`src/rtl/eeprom_cache_regs.vh`:
```
// How it works
// RULE1: first data byte lands in cache page 0
// RULE2: low three address bits pick starting byte position
// RULE3: full cache wraps trailing bytes into page 0
// RULE4: excess bytes overwrite earlier cache contents
// RULE5: commit page 0 first, then following pages
// RULE6: one timed write cycle per committed page
// RULE7: only loaded byte positions reach the array
// RULE8: standby after stop and idle internals
// RULE9: standby also after aborted transactions
// RULE10: low voltage blocks writes; monitor off in standby
// RULE11: answer only when chip-select bits match straps
// RULE12: data line only pulled low or released
// RULE13: data changes only while clock is low
// RULE14: cache is eight pages of eight bytes
// RULE15: fixed cycle per page; ignore commands meanwhile
// RULE16: control byte not acknowledged while busy
// RULE17: upper address bits pick first array page
`ifndef EEPROM_CACHE_REGS_VH
`define EEPROM_CACHE_REGS_VH

// control byte device type code, upper nibble
`define CTRL_CODE 4'hA
// byte index of the first data byte
`define FIRST_DATA_IDX 2'h3
// bits per byte on the bus
`define BITS_PER_BYTE 4'h8
// last byte position inside a cache page
`define LAST_BYTE_POS 3'h7

// per-page write cycle time in clocks: 5 ms at a 10 ns clock
`define WR_CYCLES 20'h7A120

`endif

```
`src/rtl/bus_pin_sampler.v`:
```
module bus_pin_sampler (
  // clock, reset, enable
  input wire clk,
  input wire resetn,
  input wire ce,
  // raw bus pins
  input wire scl_i,
  input wire sda_i,
  // synchronised levels and events
  output wire scl_s,
  output wire sda_s,
  output wire scl_rise,
  output wire scl_fall,
  output wire start_det,
  output wire stop_det
);

  reg [1:0] scl_sync_reg; // two-stage synchroniser for clock pin
  reg [1:0] sda_sync_reg; // two-stage synchroniser for data pin
  reg scl_prev_reg; // previous synchronised clock level
  reg sda_prev_reg; // previous synchronised data level

  ////////////////////////////////////////////////////////////////////////////
  // synchronise pins, then keep one older sample for edge detection
  always @(posedge clk or negedge resetn) begin
    if (!resetn) begin
      scl_sync_reg <= 2'h3;
      sda_sync_reg <= 2'h3;
      scl_prev_reg <= 1'b1;
      sda_prev_reg <= 1'b1;
    end else if (ce) begin
      scl_sync_reg <= {scl_sync_reg[0], scl_i};
      sda_sync_reg <= {sda_sync_reg[0], sda_i};
      scl_prev_reg <= scl_sync_reg[1];
      sda_prev_reg <= sda_sync_reg[1];
    end
  end

  ////////////////////////////////////////////////////////////////////////////
  // edges and bus conditions, all from the second stage onward
  assign scl_s = scl_sync_reg[1];
  assign sda_s = sda_sync_reg[1];
  assign scl_rise = ce & scl_sync_reg[1] & ~scl_prev_reg;
  assign scl_fall = ce & ~scl_sync_reg[1] & scl_prev_reg;
  // data moving while clock stays high marks start or stop
  assign start_det = ce & scl_sync_reg[1] & scl_prev_reg & sda_prev_reg & ~sda_sync_reg[1]; // [RULE13]
  assign stop_det = ce & scl_sync_reg[1] & scl_prev_reg & ~sda_prev_reg & sda_sync_reg[1]; // [RULE13]

endmodule

```
`src/rtl/eeprom_write_cache.v`:
```
`include "eeprom_cache_regs.vh"

module eeprom_write_cache #(
  parameter [19:0] write_cycles = `WR_CYCLES
) (
  // clock, reset, enable
  input wire clk,
  input wire resetn,
  input wire ce,
  // two-wire bus pins
  input wire scl_i,
  input wire sda_i,
  output wire sda_o,
  output wire sda_oe,
  // chip address straps
  input wire chip_select_bit0,
  input wire chip_select_bit1,
  input wire chip_select_bit2,
  // supply monitor
  input wire low_voltage_i,
  output wire monitor_en,
  // array write port
  output reg array_we,
  output reg [12:0] array_addr,
  output reg [7:0] array_data,
  // power state
  output reg standby
);

  ////////////////////////////////////////////////////////////////////////////
  // declarations
  localparam [3:0] ST_IDLE = 4'b0001; // no transaction
  localparam [3:0] ST_RX = 4'b0010; // shifting in a byte
  localparam [3:0] ST_ACK = 4'b0100; // holding acknowledge low
  localparam [3:0] ST_SKIP = 4'b1000; // not addressed, wait for start or stop
  localparam [2:0] CM_IDLE = 3'b001; // commit engine idle
  localparam [2:0] CM_BYTE = 3'b010; // walking byte positions of a page
  localparam [2:0] CM_WAIT = 3'b100; // timed array write cycle
  wire scl_s; // synchronised clock level
  wire sda_s; // synchronised data level
  wire scl_rise; // clock rising edge
  wire scl_fall; // clock falling edge
  wire start_det; // start condition
  wire stop_det; // stop condition
  reg [3:0] bus_state_reg; // bus-side state
  reg [7:0] shift_reg; // incoming byte
  reg [3:0] bit_cnt_reg; // bits received in current byte
  reg [1:0] byte_idx_reg; // 0 control, 1 high addr, 2 low addr, 3 data
  reg sda_oe_reg; // pull data line low
  reg [4:0] addr_hi_reg; // upper address byte bits
  reg [9:0] base_page_reg; // array page for cache page 0
  reg [5:0] wr_ptr_reg; // next cache position
  reg [63:0] loaded_reg; // cache positions holding data
  reg [2:0] last_page_reg; // highest cache page used
  reg [7:0] cache_mem [0:63]; // eight pages of eight bytes
  reg [2:0] cm_state_reg; // commit engine state
  reg [2:0] cpage_reg; // cache page being committed
  reg [2:0] cbyte_reg; // byte position being committed
  reg [19:0] timer_reg; // write cycle timer
  reg busy_reg; // internal write in progress
  reg [5:0] strap_sync_reg; // two-stage synchroniser for straps
  reg [1:0] lv_sync_reg; // two-stage synchroniser for supply monitor
  reg ack_now; // this byte gets acknowledged
  reg store_now; // this byte goes into the cache
  reg commit_go; // stop ends a loaded write
  wire [2:0] strap_s; // strapped chip select levels
  wire lv_s; // low voltage flag
  wire [5:0] cidx; // cache index under commit
  // array page for a cache page, wrapping over the array
  function [9:0] page_of;
    input [9:0] base;
    input [2:0] offs;
    begin
      page_of = base + {7'h00, offs};
    end
  endfunction

  ////////////////////////////////////////////////////////////////////////////
  // pin sampling
  bus_pin_sampler u_pins (
    .clk(clk),
    .resetn(resetn),
    .ce(ce),
    .scl_i(scl_i),
    .sda_i(sda_i),
    .scl_s(scl_s),
    .sda_s(sda_s),
    .scl_rise(scl_rise),
    .scl_fall(scl_fall),
    .start_det(start_det),
    .stop_det(stop_det)
  );
  // straps and monitor flag through two flip-flops
  always @(posedge clk or negedge resetn) begin
    if (!resetn) begin
      strap_sync_reg <= 6'h00;
      lv_sync_reg <= 2'h0;
    end else if (ce) begin
      strap_sync_reg <= {strap_sync_reg[2:0], chip_select_bit2, chip_select_bit1, chip_select_bit0};
      lv_sync_reg <= {lv_sync_reg[0], low_voltage_i};
    end
  end
  assign strap_s = strap_sync_reg[5:3];
  assign lv_s = lv_sync_reg[1];
  assign cidx = {cpage_reg, cbyte_reg}; // page-major cache index
  // open drain: drive only low, enable only when pulling
  assign sda_o = 1'b0; // [RULE12]
  assign sda_oe = sda_oe_reg; // [RULE12]
  // supply monitor powered only outside standby
  assign monitor_en = ~standby; // [RULE10]

  ////////////////////////////////////////////////////////////////////////////
  // acknowledge decision for the byte just shifted in
  always @* begin
    ack_now = 1'b0;
    store_now = 1'b0;
    case (byte_idx_reg)
      2'h0: begin
        // type code, matching straps, write direction, not busy
        ack_now = (shift_reg[7:4] == `CTRL_CODE) && (shift_reg[3:1] == strap_s) // [RULE11]
                  && !shift_reg[0] && !busy_reg; // [RULE15] [RULE16]
      end
      2'h1, 2'h2: begin
        // address bytes are always acknowledged
        ack_now = 1'b1;
      end
      default: begin
        ack_now = 1'b1;
        store_now = 1'b1;
      end
    endcase
  end
  // stop after at least one data byte starts the commit
  always @* begin
    commit_go = stop_det && (byte_idx_reg == `FIRST_DATA_IDX) && (loaded_reg != 64'h0) && !busy_reg; // [RULE14]
  end

  ////////////////////////////////////////////////////////////////////////////
  // bus-side byte receiver and acknowledge
  always @(posedge clk or negedge resetn) begin
    if (!resetn) begin
      bus_state_reg <= ST_IDLE;
      shift_reg <= 8'h00;
      bit_cnt_reg <= 4'h0;
      byte_idx_reg <= 2'h0;
      sda_oe_reg <= 1'b0;
      addr_hi_reg <= 5'h00;
      base_page_reg <= 10'h000;
      wr_ptr_reg <= 6'h00;
      loaded_reg <= 64'h0;
      last_page_reg <= 3'h0;
    end else if (ce) begin
      if (stop_det) begin
        // stop always returns to idle, abort or not
        bus_state_reg <= ST_IDLE; // [RULE8] [RULE9]
        sda_oe_reg <= 1'b0;
        byte_idx_reg <= 2'h0;
      end else if (start_det) begin
        // start or repeated start restarts framing
        bus_state_reg <= ST_RX; // [RULE9]
        sda_oe_reg <= 1'b0;
        bit_cnt_reg <= 4'h0;
        byte_idx_reg <= 2'h0;
      end else begin
        case (bus_state_reg)
          ST_RX: begin
            if (scl_rise) begin
              // sample data in the clock high phase
              shift_reg <= {shift_reg[6:0], sda_s};
              bit_cnt_reg <= bit_cnt_reg + 4'h1;
            end else if (scl_fall && (bit_cnt_reg == `BITS_PER_BYTE)) begin
              if (ack_now) begin
                // pull low just after clock fell
                sda_oe_reg <= 1'b1; // [RULE13]
                bus_state_reg <= ST_ACK;
                if (byte_idx_reg != `FIRST_DATA_IDX) begin
                  byte_idx_reg <= byte_idx_reg + 2'h1;
                end
                if (byte_idx_reg == 2'h1) begin
                  addr_hi_reg <= shift_reg[4:0];
                end
                if (byte_idx_reg == 2'h2) begin
                  base_page_reg <= {addr_hi_reg, shift_reg[7:3]}; // [RULE17]
                  wr_ptr_reg <= {3'h0, shift_reg[2:0]}; // [RULE1] [RULE2]
                  loaded_reg <= 64'h0;
                  last_page_reg <= 3'h0;
                end
                if (store_now) begin
                  // pointer wraps at 64, refilling page 0 and overwriting
                  wr_ptr_reg <= wr_ptr_reg + 6'h01; // [RULE3] [RULE4]
                  loaded_reg[wr_ptr_reg] <= 1'b1; // [RULE7]
                  if (wr_ptr_reg[5:3] > last_page_reg) begin
                    last_page_reg <= wr_ptr_reg[5:3];
                  end
                end
              end else begin
                // not for us or busy: leave line released
                bus_state_reg <= ST_SKIP; // [RULE11] [RULE16]
              end
            end
          end
          ST_ACK: begin
            if (scl_fall) begin
              // release after acknowledge clock, still clock low
              sda_oe_reg <= 1'b0; // [RULE13]
              bit_cnt_reg <= 4'h0;
              bus_state_reg <= ST_RX;
            end
          end
          ST_SKIP: begin
            bus_state_reg <= ST_SKIP;
          end
          default: begin
            bus_state_reg <= ST_IDLE;
          end
        endcase
      end
    end
  end

  ////////////////////////////////////////////////////////////////////////////
  // cache storage, written once per acknowledged data byte
  always @(posedge clk) begin
    if (ce && !stop_det && !start_det && (bus_state_reg == ST_RX) && scl_fall
        && (bit_cnt_reg == `BITS_PER_BYTE) && ack_now && store_now) begin
      cache_mem[wr_ptr_reg] <= shift_reg; // [RULE1] [RULE3] [RULE4] [RULE14]
    end
  end

  ////////////////////////////////////////////////////////////////////////////
  // commit engine: page 0 first, one timed cycle per page
  always @(posedge clk or negedge resetn) begin
    if (!resetn) begin
      cm_state_reg <= CM_IDLE;
      cpage_reg <= 3'h0;
      cbyte_reg <= 3'h0;
      timer_reg <= 20'h00000;
      busy_reg <= 1'b0;
      array_we <= 1'b0;
      array_addr <= 13'h0000;
      array_data <= 8'h00;
    end else if (ce) begin
      array_we <= 1'b0;
      case (cm_state_reg)
        CM_IDLE: begin
          if (commit_go) begin
            busy_reg <= 1'b1;
            cpage_reg <= 3'h0; // [RULE5]
            cbyte_reg <= 3'h0;
            cm_state_reg <= CM_BYTE;
          end
        end
        CM_BYTE: begin
          // only loaded positions, and never under low voltage
          if (loaded_reg[cidx] && !lv_s) begin
            array_we <= 1'b1; // [RULE7] [RULE10]
            array_addr <= {page_of(base_page_reg, cpage_reg), cbyte_reg}; // [RULE5] [RULE17]
            array_data <= cache_mem[cidx];
          end
          cbyte_reg <= cbyte_reg + 3'h1;
          if (cbyte_reg == `LAST_BYTE_POS) begin
            timer_reg <= 20'h00000;
            cm_state_reg <= CM_WAIT;
          end
        end
        CM_WAIT: begin
          // full cycle time even for a partial page
          if (timer_reg >= write_cycles - 20'h00001) begin // [RULE6] [RULE15]
            if (cpage_reg == last_page_reg) begin
              busy_reg <= 1'b0;
              cm_state_reg <= CM_IDLE;
            end else begin
              cpage_reg <= cpage_reg + 3'h1; // [RULE5]
              cm_state_reg <= CM_BYTE;
            end
          end else begin
            timer_reg <= timer_reg + 20'h00001;
          end
        end
        default: begin
          cm_state_reg <= CM_IDLE;
        end
      endcase
    end
  end

  ////////////////////////////////////////////////////////////////////////////
  // standby once the bus is idle and no write is running
  always @(posedge clk or negedge resetn) begin
    if (!resetn) begin
      standby <= 1'b1;
    end else if (ce) begin
      standby <= (bus_state_reg == ST_IDLE) && !busy_reg && !commit_go && !start_det; // [RULE8] [RULE9]
    end
  end

endmodule

```
`config.mk`:
```
export PLATFORM = sky130hd
export DESIGN_NAME = eeprom_write_cache
export DESIGN_NICKNAME = d
export VERILOG_FILES = /design/src/rtl/bus_pin_sampler.v /design/src/rtl/eeprom_write_cache.v
export VERILOG_INCLUDE_DIRS = /design/src /design/src/rtl
export SDC_FILE = /design/constraint.sdc
export NUM_CORES = 1
export LEC_CHECK = 0
export BUFFER_PORTS_ARGS = -buffer_cell sky130_fd_sc_hd__buf_2
export CAP_MARGIN = 5
export CORE_MARGIN = 2
export CORE_UTILIZATION = 55
export CTS_CLUSTER_DIAMETER = 200
export DETAILED_ROUTE_END_ITERATION = 12
export PLACE_DENSITY = 0.7
export REMOVE_ABC_BUFFERS = 1
export SYNTH_ARGS = -nofsm -noshare
export SYNTH_HDL_FRONTEND = slang
export SYNTH_HIERARCHICAL = 1
export SYNTH_SLANG_ARGS = --single-unit
```
`constraint.sdc`:
```
create_clock -name clk -period 4.1 [get_ports clk]
set_clock_uncertainty 0.1 [all_clocks]
set_input_delay 0.205 -clock clk [delete_from_list [all_inputs] [get_ports clk]]
set_output_delay 0.205 -clock clk [all_outputs]
set_load 0.01 [all_outputs]
```
==> results.cfg, run 1 <==
[status]
outcome = finished clean

[sta]
finalHoldViolCount = 0
final.min_clock_period_ps = 3419
timing.max_slew.rel_slack_pct = 25.52
setup_violations = 0
achievable-frequency_ghz = 0.2925
post-route-period-util_pct = 83.39
tightest_slew_ps = 1117
worst_hold_slack_ps = 224.8
postLayoutSetupSlackWorst_ps = 680.9
timing.setup.tns_ps = 0
grt_setup_unrepaired = false
slew_viol_final = 0

[power_and_ir_drop]
power.static_leakage_nw = 11.37
power.internal_mw = 11.81
total_power_mw = 15.58
p_per_area_mw_per_mm2 = 487.0
switchingPower_mw = 3.770
pwr-share-comb_pct = 10.9
share_clk_of_total_power_pct = 39.7
switching_share_pct = 24.20
share_seq_of_total_power_pct = 49.4
ir_drop_v = 0.0003746

[place]
port-buffer-count = 33
post_placement_cell_count = 2398
detailed_place.area_mm2 = 0.02972
finalWeightedCongestion = 0.8534
hpwlAfterDp_um = 40240
dpl_worst_slack_ps = 730.3

[drt]
route.detailed.wl_per_inst_um = 26.20
num_vias = 16210
initialDrtViolationCount = 1666
drt.antenna.violating_nets = 0
via_per_inst = 6.424
drt_pass1_iterations = 6
drc = 0
finalWirelength_um = 66120

[clocking]
cts_num_sinks = 686
cts_buffer_depth = 3
clk_latency_ps = 600
post_cts_resize_count = 0
clock-root-buffer = sky130_fd_sc_hd__clkbuf_16
cts-hold-fix-buffers = 8
cts.htree.levels = 3
postCtsSetupBuffers = 0
cts_tree = yes
path_clk_slew_ps = 60
tritoncts.num_buffers = 68

[cells_and_area]
finish.net_count = 1824
finished_core_util_pct = 62.59
number_of_flip_flops_in_the_largest_register = 512
final_area_mm2 = 0.03198
finish.cell_count_without_fillers = 2524
num_antenna_cells = 0
post_route_cells_drive_above_1_share_pct = 24.30
syn2layout_area_growth_pct = 13.00

[synth]
synth.avg_cell_area_um2 = 16.86
synth_edf_count = 512
yosysUniqueCellTypes = 72
ys_seq_area_share_pct = 69.74
netlist_top_cells_count = sky130_fd_sc_hd__edfxtp_1 (512), sky130_fd_sc_hd__dfrtp_1 (165), sky130_fd_sc_hd__mux4_2 (121), sky130_fd_sc_hd__nand2_1 (105), sky130_fd_sc_hd__nor2_1 (102)
ys_async_sr_fraction_pct = 25.36
synth.ff_latch_count = 686
most_used_dff_post_synth = sky130_fd_sc_hd__edfxtp_1
post-synth-top-count-cell = sky130_fd_sc_hd__edfxtp_1
postSynthCellCount = 1679
synth.cell_area_mm2 = 0.02830
synth_top_cell_area_share_pct = 54.32
ys_warn_count = 6
largest_cells_by_area_after_synthesis = sky130_fd_sc_hd__edfxtp_1 (54%), sky130_fd_sc_hd__dfrtp_1 (15%), sky130_fd_sc_hd__mux4_2 (9.6%)
synth.largest_area_cell = sky130_fd_sc_hd__edfxtp_1

[floorplanning]
std_cell_rows = 83
chipWidth_um = 230.9
start_util_pct = 55.39
placeable_core_region_mm2 = 0.05109
die_area_mm2 = 0.05329
num_io_pins = 35
die_height_um = 230.9

[grt]
gr-usage-all-layers_pct = 25.52
grt_pass1_vias = 16270
antenna_violations_before_repair = 0
grt_first_pass_wirelength_um = 101200
globalRouteOverflowTotal = 0
grt_max_degree = 116

[setup_path]
critPathRequiredTime_ps = 4490
path_max_fanout = 16
worstSetupPathType = flip-flop to flip-flop
r2r_slack_ps = 680
crit_path_end_kind = flip-flop
ff2ff_path_depth = 7
worstReg2RegEnd = loaded_reg[50]
cp.arrival_ps = 3810
timing.critical_path.from_type = flip-flop
timing.rr.start = busy_reg

[hold_path]
hold_class = primary input to async pin

[flow_run]
maxCapViolCount = 0
[worst max path at each step]
stage	cells after the start	slack, ps	endpoint	startpoint
2_1_floorplan	4	-4870	array_addr[0]	cbyte_reg[0]
3_3_place_gp	7	770	array_addr[9]	cbyte_reg[1]
3_5_place_dp	7	730	array_addr[7]	cbyte_reg[1]
4_1_cts	7	700	cache_mem[33][3]	busy_reg
5_1_grt	7	520	loaded_reg[10]	busy_reg
6_report	7	680	loaded_reg[50]	busy_reg
[power by group through the flow]
stage	logic, mW	registers [mW]	clock network, mW
finish	1.70	7.70	6.18
detailed placement	1.69	7.84	0
floorplan	1.12	8.02	0
global route	1.83	7.71	6.51
CTS	1.70	7.70	6.25
global placement	1.67	7.84	0
[cell usage in the layout (no fill, tap or decap), drive strengths merged, types with 5 or more instances in the layout]
| cell | n |
|---|---|
| edfxtp | 512 |
| dfrtp | 165 |
| mux2 | 58 |
| bufinv | 7 |
| nor4b | 5 |
| xor2 | 7 |
| ha | 18 |
| inv | 30 |
| nand2 | 105 |
| or2 | 6 |
| nand3 | 27 |
| clkbuf | 91 |
| and3 | 11 |
| a22oi | 64 |
| mux2i | 8 |
| dlygate4sd3 | 8 |
| clkinv | 18 |
| nor3 | 10 |
| nor2 | 102 |
| dfstp | 9 |
| a22o | 7 |
| and2 | 5 |
| mux4 | 144 |
| a31oi | 10 |
| buf | 132 |
| nor2b | 7 |
| or4 | 14 |
| nand2b | 5 |
| a31o | 5 |
| nand4 | 30 |
| o31ai | 10 |
| o21ai | 90 |
| xnor2 | 11 |
| nor4 | 19 |
| a21oi | 47 |
[cell type report]
| type | instances | area (µm²) |
|---|---|---|
| Fill cell | 3625 | 19110 |
| Inverter | 29 | 108.9 |
| Tap cell | 680 | 850.8 |
| Clock inverter | 27 | 314.1 |
| Multi-Input combinational cell | 871 | 7999 |
| Timing Repair Buffer | 140 | 1082 |
| Clock buffer | 91 | 1869 |
| Sequential cell | 686 | 19760 |
[critical path, cell delays in order (launching register included)]
cell                       delay [ps]
sky130_fd_sc_hd__dfrtp_1          410
sky130_fd_sc_hd__nor4b_1          340
sky130_fd_sc_hd__nand3b_1         210
sky130_fd_sc_hd__o41ai_4          480
sky130_fd_sc_hd__buf_4            220
sky130_fd_sc_hd__and3_1           520
sky130_fd_sc_hd__nand4_1          620
sky130_fd_sc_hd__o21ai_0          420
[logic make-up after synthesis]
kind of cell,after synthesis,share of synthesized area (%)
AO/OA/AOI/OAI,266,6.061
XOR/XNOR,18,0.5570
adder cells (fa/ha/maj),19,0.8665
buffers and inverters,122,2.082
flip-flops,686,69.74
multiplexers,210,14.47
other,1,0.01325
AND/OR/NAND/NOR,357,6.202
[layer usage]
| layer | part of all wire, % | GRT usage [%] |
|---|---|---|
| met1 | 40 | 35.27 |
| met2 | 49 | 41.13 |
| met3 | 7.8 | 4.965 |
| met4 | 3.3 | 8.750 |
| met5 | 0 | 0 |
Note: power is estimated with default switching activity, not from simulation.
==> run 2, diff against run 1 <==
--- a/config.mk
+++ b/config.mk
@@ -6,13 +6,14 @@
 export SDC_FILE = /design/constraint.sdc
 export NUM_CORES = 1
 export LEC_CHECK = 0
+export ABC_AREA = 1
 export BUFFER_PORTS_ARGS = -buffer_cell sky130_fd_sc_hd__buf_2
 export CAP_MARGIN = 5
 export CORE_MARGIN = 2
 export CORE_UTILIZATION = 55
 export CTS_CLUSTER_DIAMETER = 200
 export DETAILED_ROUTE_END_ITERATION = 12
-export PLACE_DENSITY = 0.7
+export PLACE_DENSITY = 0.73
 export REMOVE_ABC_BUFFERS = 1
 export SYNTH_ARGS = -nofsm -noshare
 export SYNTH_HDL_FRONTEND = slang
==> constraint.sdc (replaced) <==
create_clock -name clk -period 3.1 [get_ports clk]
set_clock_uncertainty 0.1 [all_clocks]
set_input_delay 0.155 -clock clk [delete_from_list [all_inputs] [get_ports clk]]
set_output_delay 0.155 -clock clk [all_outputs]
set_load 0.01 [all_outputs]
==> results.cfg, run 2 <==
[cells_and_area]
most-common-layout-cells = sky130_fd_sc_hd__nand2_1 (1108), sky130_fd_sc_hd__nand3_1 (588), sky130_fd_sc_hd__edfxtp_1 (512)
layout_commonest_cell = sky130_fd_sc_hd__nand2_1
multi_input_comb_area_mm2 = 0.009658
final_area_mm2 = 0.03470
number_of_flip_flops_in_the_largest_register = 512
finish.cell_count_without_fillers = 4054
regArea_mm2 = 0.01976
post_route_cells_drive_above_1_share_pct = 8.711
finish.net_count = 3280
num_antenna_cells = 0
syn2layout_area_growth_pct = 12.31
num-fill-cells = 4422

[clocking]
cts-hold-fix-buffers = 18
tritoncts.num_buffers = 71
postCtsSetupBuffers = 0
post_cts_resize_count = 0
clock-root-buffer = sky130_fd_sc_hd__clkbuf_16
cts_tree = yes
path_clk_slew_ps = 60
cts_num_sinks = 686
clk_latency_ps = 630
cts_buffer_depth = 3
cts.htree.levels = 3

[grt]
grt_first_pass_wirelength_um = 126000
globalRouteOverflowTotal = 0
grt_max_degree = 126
grt_pass1_vias = 23190
antenna_violations_before_repair = 1
gr-usage-all-layers_pct = 28.12

[place]
detailed_place.area_mm2 = 0.03217
hpwlAfterDp_um = 47710
post_placement_cell_count = 3909
port-buffer-count = 33
finalWeightedCongestion = 0.9140

[setup_path]
cp.arrival_ps = 3270
worstSetupEndpoint = loaded_reg[54]
timing.rr.start = u_pins/scl_prev_reg
critPathMaxStageDelay_ps = 610
timing.critical_path.from = u_pins/scl_prev_reg
critPathRequiredTime_ps = 3480
crit_path_end_kind = flip-flop
worst_path_dominant_cell_family = buffers and inverters
worstPathBufferInverterCount = 3
critical_path_depth = 9
worstReg2RegEnd = loaded_reg[54]
timing.critical_path.from_type = flip-flop
r2r_slack_ps = 210
ff2ff_path_depth = 9
worstSetupPathType = flip-flop to flip-flop
path_max_fanout = 74
crit_slowest_cell = sky130_fd_sc_hd__buf_4
worstPathCellList = inv_1, nor2_2, nand4_1, nor2_4, buf_4, nand3_2, buf_4, nand2_1, nand2_1

[synth]
ys_seq_area_share_pct = 63.88
largest_cells_by_area_after_synthesis = sky130_fd_sc_hd__edfxtp_1 (50%), sky130_fd_sc_hd__nand2_1 (13%), sky130_fd_sc_hd__dfrtp_1 (13%)
post-synth-top-count-cell = sky130_fd_sc_hd__nand2_1
netlist_top_cells_count = sky130_fd_sc_hd__nand2_1 (1108), sky130_fd_sc_hd__nand3_1 (589), sky130_fd_sc_hd__edfxtp_1 (512), sky130_fd_sc_hd__nor2_1 (229), sky130_fd_sc_hd__dfrtp_1 (165)
yosysUniqueCellTypes = 40
most_used_dff_post_synth = sky130_fd_sc_hd__edfxtp_1
synth.largest_area_cell = sky130_fd_sc_hd__edfxtp_1
ys_async_sr_fraction_pct = 25.36
synth.ff_latch_count = 686
synth.avg_cell_area_um2 = 9.656
synth_top_cell_area_share_pct = 49.76
synth_edf_count = 512
postSynthCellCount = 3200
synth.cell_area_mm2 = 0.03090
ys_warn_count = 6

[drt]
drt.antenna.violating_nets = 0
initialDrtViolationCount = 2560
via_per_inst = 5.796
num_vias = 23500
finalWirelength_um = 79400
drt_pass1_iterations = 6
drc = 0
route.detailed.wl_per_inst_um = 19.59

[sta]
timing.max_slew.rel_slack_pct = 34.26
finalHoldViolCount = 0
timing.setup.tns_ps = 0
final.min_clock_period_ps = 2893
worst_hold_slack_ps = 366.8
setup_violations = 0
slew_viol_final = 0
post-route-period-util_pct = 93.32
tightest_slew_ps = 986.1
achievable-frequency_ghz = 0.3457
grt_setup_unrepaired = false

[floorplanning]
start_util_pct = 55.87
die_area_mm2 = 0.05809
std_cell_rows = 86
chipWidth_um = 241.0
placeable_core_region_mm2 = 0.05531
die_height_um = 241.0
num_io_pins = 35

[hold_path]
hold_start = array_addr[11]
hold_class = flip-flop to flip-flop

[power_and_ir_drop]
ir_drop_v = 0.0007532
power.static_leakage_nw = 14.27
p_per_area_mw_per_mm2 = 732.1
total_power_mw = 25.41

[status]
outcome = finished clean

[flow_run]
maxCapViolCount = 0
## run 2: cell types whose count changed in the layout (fill, tap and decap cells not counted), moves of 62 or more
cell	previous run	this run
sky130_fd_sc_hd__nand2_1	105	1108
sky130_fd_sc_hd__nand3_1	26	588
sky130_fd_sc_hd__nor2_1	101	227
sky130_fd_sc_hd__inv_1	28	151
sky130_fd_sc_hd__mux4_2	121	0
sky130_fd_sc_hd__a22oi_1	64	0
sky130_fd_sc_hd__nand4_1	30	92
## run 2: routing by layer
layer  track usage (%)  wire length [µm]  vias to the layer above
met1             38.57             31920                    11250
met3             4.850              7425                      194
met5                 0                 0                        -
met4             11.73              2858                        0
met2             44.76             37200                     1161
li1                  -                 -                    10900
## run 2: power breakdown
part	switching, mW	internal, mW
registers	0.216	9.98
clock network	3.49	5.11
logic	4.72	1.89
## run 2: area by class of cell
cell class              instances  area share, %
clock buffers                  90          5.596
clock inverters                37          1.172
inverters                     160          1.760
multi-input cells            2167          27.83
flip-flops and latches        686          56.94
well taps                     748          2.697
repair buffers                166          4.006
## run 2: kinds of logic (layout without fill, tap and decap cells)
| kind of cell | Yosys count | in the layout | synth area share [%] |
|---|---|---|---|
| xor gates and xnor gates | 30 | 30 | 0.8503 |
| other | 1 | 1 | 0.01214 |
| and+or+nand+nor | 2063 | 2063 | 28.54 |
| muxes | 2 | 2 | 0.07288 |
| DFF | 686 | 686 | 63.88 |
| buffers and inverters | 347 | 453 | 4.944 |
| adders and majority gates | 19 | 19 | 0.7937 |
| AOI/OAI and AO/OA | 52 | 52 | 0.9030 |
## run 2: metrics by stage
step / utilization [%] / setup WS (ps)
final: 62.74 / 207.0
after global routing: 62.74 / 85.11
after CTS: 62.74 / 311.0
after detailed placement: 58.17 / 314.1
after global placement: 58.17 / 388.3
after floorplan: - / -7924
## run 2: worst register-to-register path, stage by stage, from the launching register on
cell and delay, ps:
sky130_fd_sc_hd__dfstp_2 540, sky130_fd_sc_hd__inv_1 60, sky130_fd_sc_hd__nor2_2 130, sky130_fd_sc_hd__nand4_1 270, sky130_fd_sc_hd__nor2_4 220, sky130_fd_sc_hd__buf_4 610, sky130_fd_sc_hd__nand3_2 110, sky130_fd_sc_hd__buf_4 380
sky130_fd_sc_hd__nand2_1 280, sky130_fd_sc_hd__nand2_1 80
## run 2: worst min path at each step
stage                     endpoint  slack [ps]  cells after the start
floorplan           addr_hi_reg[0]        -240                      0
global placement    array_addr[11]          70                      1
detailed placement  array_addr[10]          80                      1
CTS                 array_addr[11]         370                      2
global route        array_addr[11]         380                      2
finish              array_addr[11]         370                      2
